$ cat config.mk
export PLATFORM = sky130hd
export DESIGN_NAME = remote_temp_result_readout
export DESIGN_NICKNAME = d
export VERILOG_FILES = /design/src/diode_avg16.v /design/src/remote_temp_result_readout.v
export VERILOG_INCLUDE_DIRS = /design/src
export SDC_FILE = /design/constraint.sdc
export NUM_CORES = 1
export LEC_CHECK = 0
export ABC_AREA = 1
export BUFFER_PORTS_ARGS = -buffer_cell sky130_fd_sc_hd__buf_2
export CAP_MARGIN = 40
export CELL_PAD_IN_SITES_DETAIL_PLACEMENT = 1
export CELL_PAD_IN_SITES_GLOBAL_PLACEMENT = 2
export CORE_MARGIN = 2
export CORE_UTILIZATION = 32
export DETAILED_ROUTE_END_ITERATION = 8
export GPL_ROUTABILITY_DRIVEN = 0
export PLACE_DENSITY_LB_ADDON = 0.12
export SYNTH_ARGS = -nofsm -noshare
export SYNTH_HDL_FRONTEND = slang
export SYNTH_SLANG_ARGS = --single-unit
$ cat constraint.sdc
create_clock -name clk -period 3.6 [get_ports clk]
set_clock_uncertainty 0.15 [all_clocks]
set_input_delay 0.18 -clock clk [delete_from_list [all_inputs] [get_ports clk]]
set_output_delay 0.18 -clock clk [all_outputs]
set_load 0.05 [all_outputs]
$ cat src/temp_readout_map.vh
`ifndef TEMP_READOUT_MAP_VH
`define TEMP_READOUT_MAP_VH

// register offsets
`define ADDR_REMOTE1_VALUE 8'h25
`define ADDR_REMOTE2_VALUE 8'h27
`define ADDR_REMOTE1_OFFSET 8'h70
`define ADDR_REMOTE2_OFFSET 8'h72
`define ADDR_FRACTION 8'h77
`define ADDR_TEMP_CONFIG 8'h7c

// temperature config fields
`define CFG_TWOS_BIT 0
`define CFG_OFFSET_WHOLE_BIT 1
`define CFG_RESET 8'h01

// fraction register field positions, per remote channel
`define FRAC_REMOTE1_LSB 2
`define FRAC_REMOTE2_LSB 6

// reset values
`define OFFSET_RESET 8'h00
`define VALUE_RESET 10'h000

// excitation levels
`define EXC_BASE 2'h0
`define EXC_FIRST 2'h1
`define EXC_SECOND 2'h2

// averaging: samples per result, as a last-index count and a shift
`define AVG_LAST 4'hf
`define AVG_SHIFT 4

// result limits in quarter degrees
`define TWOS_MAX 18'sh001ff
`define TWOS_MIN 18'sh3fe00
`define OFF64_BIAS 18'sh00100
`define OFF64_MAX 18'sh003ff

// ten-bit codes a clamped result saturates to
`define CLAMP_TWOS_HI 10'h1ff
`define CLAMP_TWOS_LO 10'h200
`define CLAMP_OFF64_HI 10'h3ff
`define CLAMP_OFF64_LO 10'h000

`endif

$ cat src/diode_avg16.v
`timescale 1ns/10ps
`include "temp_readout_map.vh"

module diode_avg16 (
  input wire clk,
  input wire rst,
  input wire sample_valid,
  input wire signed [16:0] sample,
  output reg avg_valid,
  output reg signed [16:0] avg
);
  reg [3:0] cnt_q;
  reg signed [20:0] sum_q;
  wire signed [20:0] sum_d;

  assign sum_d = sum_q + {{4{sample[16]}}, sample};

  always @(posedge clk) begin
    if (rst) begin
      cnt_q <= 4'h0;
      sum_q <= 21'sh000000;
      avg_valid <= 1'b0;
      avg <= 17'sh00000;
    end else begin
      avg_valid <= 1'b0;
      if (sample_valid) begin
        cnt_q <= cnt_q + 4'h1;
        if (cnt_q == `AVG_LAST) begin
          sum_q <= 21'sh000000;
          avg <= sum_d[16+`AVG_SHIFT:`AVG_SHIFT];
          avg_valid <= 1'b1;
        end else begin
          sum_q <= sum_d;
        end
      end
    end
  end
endmodule

$ cat src/remote_temp_result_readout.v
`timescale 1ns/10ps
`include "temp_readout_map.vh"

module remote_temp_result_readout (
  input wire clk,
  input wire rst,
  input wire [7:0] reg_addr,
  input wire reg_wr,
  input wire reg_rd,
  input wire [7:0] reg_wdata,
  output reg [7:0] reg_rdata,
  output reg adc_start,
  input wire adc_done,
  input wire [13:0] adc_data,
  output wire [1:0] exc_level,
  output wire chan_sel,
  output wire frozen
);
  localparam S_START = 1'b0;
  localparam S_WAIT = 1'b1;

  reg state_q;
  reg [1:0] phase_q;
  reg chan_q;
  reg [13:0] base_q;
  reg signed [14:0] dv1_q;
  reg [1:0] meas_valid_q;
  reg signed [16:0] meas_q;
  reg [7:0] cfg_q;
  reg freeze_q;
  reg freeze_d;
  reg [1:0] seen_q;
  reg [1:0] seen_d;
  wire signed [14:0] dv_now;
  wire [9:0] val_w0;
  wire [9:0] val_w1;

  function signed [17:0] off_quarters;
    input [7:0] off;
    input whole;
    begin
      if (whole)
        off_quarters = {{8{off[7]}}, off, 2'h0};
      else
        off_quarters = {{9{off[7]}}, off, 1'b0};
    end
  endfunction

  // saturate to the ten-bit field of the chosen format
  function [9:0] fmt_clamp;
    input signed [17:0] q;
    input twos;
    reg signed [17:0] b;
    begin
      b = q + `OFF64_BIAS;
      if (twos) begin
        if (q > `TWOS_MAX)
          fmt_clamp = `CLAMP_TWOS_HI;
        else if (q < `TWOS_MIN)
          fmt_clamp = `CLAMP_TWOS_LO;
        else
          fmt_clamp = q[9:0];
      end else begin
        if (b > `OFF64_MAX)
          fmt_clamp = `CLAMP_OFF64_HI;
        else if (b < 18'sh00000)
          fmt_clamp = `CLAMP_OFF64_LO;
        else
          fmt_clamp = b[9:0];
      end
    end
  endfunction

  // base, first multiple, base, second multiple
  assign exc_level = phase_q[0] ? (phase_q[1] ? `EXC_SECOND : `EXC_FIRST)
                                : `EXC_BASE;
  assign chan_sel = chan_q;
  assign frozen = freeze_q;
  assign dv_now = {1'b0, adc_data} - {1'b0, base_q};

  always @(posedge clk) begin
    if (rst) begin
      state_q <= S_START;
      phase_q <= 2'h0;
      chan_q <= 1'b0;
      base_q <= 14'h0000;
      dv1_q <= 15'sh0000;
      meas_valid_q <= 2'h0;
      meas_q <= 17'sh00000;
      adc_start <= 1'b0;
    end else begin
      adc_start <= 1'b0;
      meas_valid_q <= 2'h0;
      case (state_q)
        S_START: begin
          adc_start <= 1'b1;
          state_q <= S_WAIT;
        end
        S_WAIT: begin
          if (adc_done) begin
            state_q <= S_START;
            phase_q <= phase_q + 2'h1;
            if (!phase_q[0])
              base_q <= adc_data;
            else if (!phase_q[1])
              dv1_q <= dv_now;
            else begin
              // series resistance cancels in 2*dv1 - dv2
              meas_q <= ({{2{dv1_q[14]}}, dv1_q} <<< 1)
                        - {{2{dv_now[14]}}, dv_now};
              meas_valid_q <= chan_q ? 2'h2 : 2'h1;
              chan_q <= ~chan_q;
            end
          end
        end
        default: state_q <= S_START;
      endcase
    end
  end

  genvar g;
  generate
    for (g = 0; g < 2; g = g + 1) begin : chan
      localparam [7:0] OFF_ADDR = (g == 0) ? `ADDR_REMOTE1_OFFSET
                                           : `ADDR_REMOTE2_OFFSET;
      reg [7:0] off_q;
      reg [9:0] latest_q;
      reg [9:0] val_q;
      wire avg_valid;
      wire signed [16:0] avg;
      wire signed [17:0] sum_w;

      diode_avg16 u_avg (
        .clk(clk),
        .rst(rst),
        .sample_valid(meas_valid_q[g]),
        .sample(meas_q),
        .avg_valid(avg_valid),
        .avg(avg)
      );

      assign sum_w = {avg[16], avg}
                     + off_quarters(off_q, cfg_q[`CFG_OFFSET_WHOLE_BIT]);

      always @(posedge clk) begin
        if (rst) begin
          off_q <= `OFFSET_RESET;
          latest_q <= `VALUE_RESET;
          val_q <= `VALUE_RESET;
        end else begin
          if (reg_wr && reg_addr == OFF_ADDR)
            off_q <= reg_wdata;
          if (avg_valid)
            latest_q <= fmt_clamp(sum_w, cfg_q[`CFG_TWOS_BIT]);
          // newest result loads once thawed
          // next state, so the freezing read edge loads nothing new
          if (!freeze_d)
            val_q <= latest_q;
        end
      end
    end
  endgenerate

  assign val_w0 = chan[0].val_q;
  assign val_w1 = chan[1].val_q;

  // freeze until both value registers read
  always @* begin
    freeze_d = freeze_q;
    seen_d = seen_q;
    if (reg_rd && reg_addr == `ADDR_FRACTION) begin
      freeze_d = 1'b1;
      seen_d = 2'h0;
    end else if (reg_rd && freeze_q) begin
      if (reg_addr == `ADDR_REMOTE1_VALUE)
        seen_d[0] = 1'b1;
      if (reg_addr == `ADDR_REMOTE2_VALUE)
        seen_d[1] = 1'b1;
      if (seen_d == 2'h3)
        freeze_d = 1'b0;
    end
  end

  always @(posedge clk) begin
    if (rst) begin
      cfg_q <= `CFG_RESET;
      freeze_q <= 1'b0;
      seen_q <= 2'h0;
      reg_rdata <= 8'h00;
    end else begin
      freeze_q <= freeze_d;
      seen_q <= seen_d;
      if (reg_wr && reg_addr == `ADDR_TEMP_CONFIG)
        cfg_q <= reg_wdata;
      if (reg_rd) begin
        case (reg_addr)
          // upper eight bits, readable any time
          `ADDR_REMOTE1_VALUE: reg_rdata <= val_w0[9:2];
          `ADDR_REMOTE2_VALUE: reg_rdata <= val_w1[9:2];
          // quarter degree bits in shared register
          `ADDR_FRACTION: begin
            reg_rdata <= 8'h00;
            reg_rdata[`FRAC_REMOTE1_LSB+1:`FRAC_REMOTE1_LSB] <= val_w0[1:0];
            reg_rdata[`FRAC_REMOTE2_LSB+1:`FRAC_REMOTE2_LSB] <= val_w1[1:0];
          end
          `ADDR_REMOTE1_OFFSET: reg_rdata <= chan[0].off_q;
          `ADDR_REMOTE2_OFFSET: reg_rdata <= chan[1].off_q;
          `ADDR_TEMP_CONFIG: reg_rdata <= cfg_q;
          // unmapped reads return zero
          default: reg_rdata <= 8'h00;
        endcase
      end
    end
  end
endmodule

==> run summary <==
Number of nets with antenna violations after routing: 0. The die width is 216.6 um, and the proportion of power drawn by combinational gates is 11.1%. For this run, design rule violations remaining after detail routing come to 0.

The smallest clock period supported by the final layout is computed as 3.374 ns. The clock passes through at most 3 buffers. The tools report the end point of the most critical hold path as seen_q[0].

The kind of start point of the critical path is a flop. Yosys attributes the largest share of cell area to sky130_fd_sc_hd__dfxtp_1 (30%), sky130_fd_sc_hd__nand2_1 (14%), sky130_fd_sc_hd__ha_1 (9.6%). In this run the core area contains 77 standard-cell rows. The run gives 2448 as the final-stage net count. In this run the clock root is driven by a sky130_fd_sc_hd__clkbuf_16. Entering global routing, the biggest net connects 68 pins. The worst path uses 93.72% of the clock period. The leakage power summed over all cells is 8.163 nW, and the peak ir drop on the vdd network is 275.5 uV. In this run the power density over the cells is 337.4 nW/um2. Summing every instance area after synthesis gives 14460 um2. The run gives 454 as the number of DRC markers in iteration 0. For the number of antenna violations at the first check in global routing, the log shows 0. Cell type with the highest aggregate area in the netlist: sky130_fd_sc_hd__dfxtp_1. The number of flops mapped to enable cells by yosys is 0, and the fraction of post-synthesis cell area in the top cell type by area is 29.63%. The final count of pins violating max slew is 0, and the source-to-sink clock delay at the later pin of the worst-skew pair is 0.57 ns. The average instance in the mapped netlist occupies 6.603 um2.

The setup slack of the most critical reg-to-reg path was 0.23 ns. Setup repair after global routing could not meet its margin everywhere. The overall fraction of global-route tracks in use is 19.18%, and the antenna diode count is 0.

After filler insertion, the fill cell instance count of the layout stands at 5677. At the pin with the least slew margin, the transition time is 0.8359 ns. Cells fill 38.73% of the core in the end. Counting instances, the worst hold path has a depth of 6.

The floorplan step defined a die boundary enclosing 46900 um2. For the count of final hold-check violations, the log shows 0. Of all flip-flops after synthesis, the portion carrying an async set or reset was 0%. TritonCTS built the clock tree. Using the TritonRoute via totals, the vias-per-cell ratio works out to 4.885. The kind of cell adding the most delay to the critical path was simple AND/OR/NAND/NOR gates. HPWL after detailed placement: 34.99 mm. 48 I/O pins were placed. The number of nets handed over by synthesis was 2342. The tools report the number of levels in the clock H-tree as 1. Summed over all layers, the routed wires come to 45.00 mm.

Measured along the y axis, the die boundary spans 216.6 um. During placement, the flow inserted port buffers numbering 47. The count of final setup violators was 0; the count of different cell masters after synthesis was 49. After global routing the overflow that remains totals 0. Part of the power in the clock network: 47.5%.

Leaving out fill and tap cells, the most frequent cell in the layout is sky130_fd_sc_hd__nand2_1. The top fanout value on the critical path came out at 11. The flow ran to the end, and the final reports show no timing, DRC or antenna violations. Number of global-route vias before repair: 14626.

The tightest min-delay check is of the in2reg type. The run gives 4 as the number of optimization iterations in the first detailed-route pass. The top cell types in the final layout, fill and taps aside, are sky130_fd_sc_hd__nand2_1 (505), sky130_fd_sc_hd__inv_1 (270), sky130_fd_sc_hd__a21oi_1 (226), sky130_fd_sc_hd__dfxtp_1 (211), sky130_fd_sc_hd__nor2_1 (194). The worst-case headroom to the max-slew limit was 44.19%; the yosys synthesis warning count was 0.

The logs give 0.2964 GHz for the maximum frequency from static timing analysis and 29.63% for the sequential cell area fraction in the yosys report. The effective utilization at floorplan is 32.56%. The critical hold path startpoint is reg_addr[7]. The worst register-to-register path ends at chan[0].latest_q[3]. The critical path data required time is 3.87 ns. Area growth from synthesis to layout: 18.95%.

The critical path is of the reg2reg type. The average wire length per cell after detail routing is 15.48 um, and the cell internal power dissipation is 0.004308 W. Counting stages on the worst path, the most repeated cell is sky130_fd_sc_hd__nand2_1. The standard cell with the maximum stage delay on the critical path was sky130_fd_sc_hd__ha_1. In the final layout, the share of cells above drive strength 1 is 12.57%.

The launching point of the worst reg2reg path was cfg_q[1]. The routed layout has 14201 vias. Walking the worst path, the cells encountered are buf_6, nand2_1, o21ai_0, ha_1, nand2_1, nand2_1, a21oi_2, nand3_1, nand2_4, ha_1, nand4_1, nor2_1, nand2_1, nor2_1, nand3_1, nand2_1, nand4_1, nand2_2, nand2_4, nor2_1, nor2_1, nand2_1, a21oi_1. The TritonCTS buffer count is 28. The predominant post-synthesis flop cell is sky130_fd_sc_hd__dfxtp_1. The max-capacitance violation count is 0. The share of power burned in registers came out at 41.4%.

The register bit count reported by yosys is 214, and the instance area at placement is 15610 um2. After clock tree synthesis, the clock-pin slew on the worst setup and hold paths is 0.06 ns. For the worst setup path, the data arrival time is 3.65 ns. For this design the total switching power over the nets is 0.001496 W. The final design instance area without fill is 17200 um2.

The number of cells traversed by the worst register-to-register path was 23; the switching share of power was 25.77%. For the count of mapped cells out of synthesis, the log shows 2190. The first global-routing pass estimated 74.32 mm of wire. The tree built by TritonCTS fans out to 214 sinks. Maximum cell stage delay along the critical path: 0.39 ns. The number of buffers and inverters on the critical path was 1. The total area inside the core boundary comes to 44410 um2.

The endpoint kind of the worst setup timing path was a flop.
metal layers:
layer  wire length (um)  vias up  GRT usage (%)  part of all wire [%]
met5                  0        -              0                     0
met4                874        0          3.630                   1.9
met3               1186       53          2.344                   2.6
met2              21480      123          34.42                    48
met1              21460     6622          24.68                    48
li1                   -     7403              -                     -
area by class of cell:
cell class                      count  area, um2  area share (%)
Clock buffer                       44      880.8           5.121
Clock inverter                      5      42.54          0.2473
Inverter                          283       1062           6.176
Multi-Input combinational cell   1634       9168           53.30
Sequential cell                   214       4290           24.94
Tap cell                          592      740.7           4.306
Timing Repair Buffer              135       1016           5.907
cells by family (layout without fill, tap and decap cells):
| family | after synthesis | after routing | share of synthesized area, % |
|---|---|---|---|
| AOI/OAI and AO/OA | 508 | 508 | 19.03 |
| xor gates and xnor gates | 64 | 64 | 3.980 |
| adders and majority gates | 117 | 117 | 10.44 |
| buffers and inverters | 342 | 467 | 8.912 |
| DFF | 214 | 214 | 29.63 |
| and+or+nand+nor | 945 | 945 | 28.02 |
synthesized netlist by cell type (all sizes together) (5+ instances only):
cell	count
nand3	108
a221oi	5
nand4	26
o211ai	20
dfxtp	214
a21boi	6
nor3	28
buf	6
nor4	9
inv	280
xor2	40
a21o	8
o21bai	14
xnor2	24
nand2	545
a21oi	248
o22ai	5
o21ai	186
fa	6
clkbuf	53
nor2	214
and2	5
ha	111
worst max-delay path by stage:
stage | from | end | depth (start not counted)
finish | cfg_q[1] | chan[0].latest_q[3] | 23
global placement | adc_data[0] | meas_q[11] | 18
global route | cfg_q[1] | chan[0].latest_q[8] | 25
CTS | base_q[2] | meas_q[14] | 22
detailed placement | adc_data[0] | meas_q[11] | 18
floorplan | base_q[2] | meas_q[16] | 21
per-stage QoR:
stage,instances,total power (W),hold slack (ns),TNS (ns),worst slack [ns]
after CTS,2895,0.005842,0.03684,0,0.01361
after floorplan,2190,0.002817,0.1564,0,0.2010
after detailed placement,2818,0.003016,0.2570,-0.08813,-0.04960
after global placement,2817,0.003010,0.2596,0,0.02378
final,2907,0.005804,0.05904,0,0.2261
after global routing,2907,0.006074,0.07959,-0.1819,-0.03712
power by group through the flow:
| stage | clock network (W) | logic (W) | registers [W] |
|---|---|---|---|
| 2_1_floorplan | 0 | 0.000356 | 0.00246 |
| 3_3_place_gp | 0 | 0.000556 | 0.00245 |
| 3_5_place_dp | 0 | 0.000562 | 0.00245 |
| 4_1_cts | 0.00285 | 0.000593 | 0.00240 |
| 5_1_grt | 0.00295 | 0.000724 | 0.00240 |
| 6_report | 0.00275 | 0.000646 | 0.00240 |
registers in the layout, summed over array words and instances (netlist names):
name,count
chan.u_avg.sum_q,42
chan.u_avg.avg,34
chan.latest_q,20
chan.val_q,20
meas_q,17
chan.off_q,16
dv1_q,15
base_q,14
cfg_q,8
chan.u_avg.cnt_q,8
reg_rdata,8
chan.u_avg.avg_valid,2
meas_valid_q,2
phase_q,2
seen_q,2
adc_start,1
chan_sel,1
frozen,1
state_q,1
worst reg2reg max path: stages (launching register included):
cell,delay [ns]
sky130_fd_sc_hd__dfxtp_4,0.36
sky130_fd_sc_hd__buf_6,0.14
sky130_fd_sc_hd__nand2_1,0.05
sky130_fd_sc_hd__o21ai_0,0.08
sky130_fd_sc_hd__ha_1,0.39
sky130_fd_sc_hd__nand2_1,0.11
sky130_fd_sc_hd__nand2_1,0.10
sky130_fd_sc_hd__a21oi_2,0.20
sky130_fd_sc_hd__nand3_1,0.14
sky130_fd_sc_hd__nand2_4,0.11
sky130_fd_sc_hd__ha_1,0.15
sky130_fd_sc_hd__nand4_1,0.09
sky130_fd_sc_hd__nor2_1,0.11
sky130_fd_sc_hd__nand2_1,0.06
sky130_fd_sc_hd__nor2_1,0.10
sky130_fd_sc_hd__nand3_1,0.09
sky130_fd_sc_hd__nand2_1,0.10
sky130_fd_sc_hd__nand4_1,0.13
sky130_fd_sc_hd__nand2_2,0.15
sky130_fd_sc_hd__nand2_4,0.10
sky130_fd_sc_hd__nor2_1,0.13
sky130_fd_sc_hd__nor2_1,0.05
sky130_fd_sc_hd__nand2_1,0.09
sky130_fd_sc_hd__a21oi_1,0.06
what timing repair did:
item | CTS | global route
pin swaps | 0 | 35
hold buffers | 28 | 0
hold endpoints to repair | 74 | 0
setup buffers | 0 | 12
endpoints found under the setup margin | 4 | 28
resized for setup | 4 | 87
(Power assumes the default switching activity.)
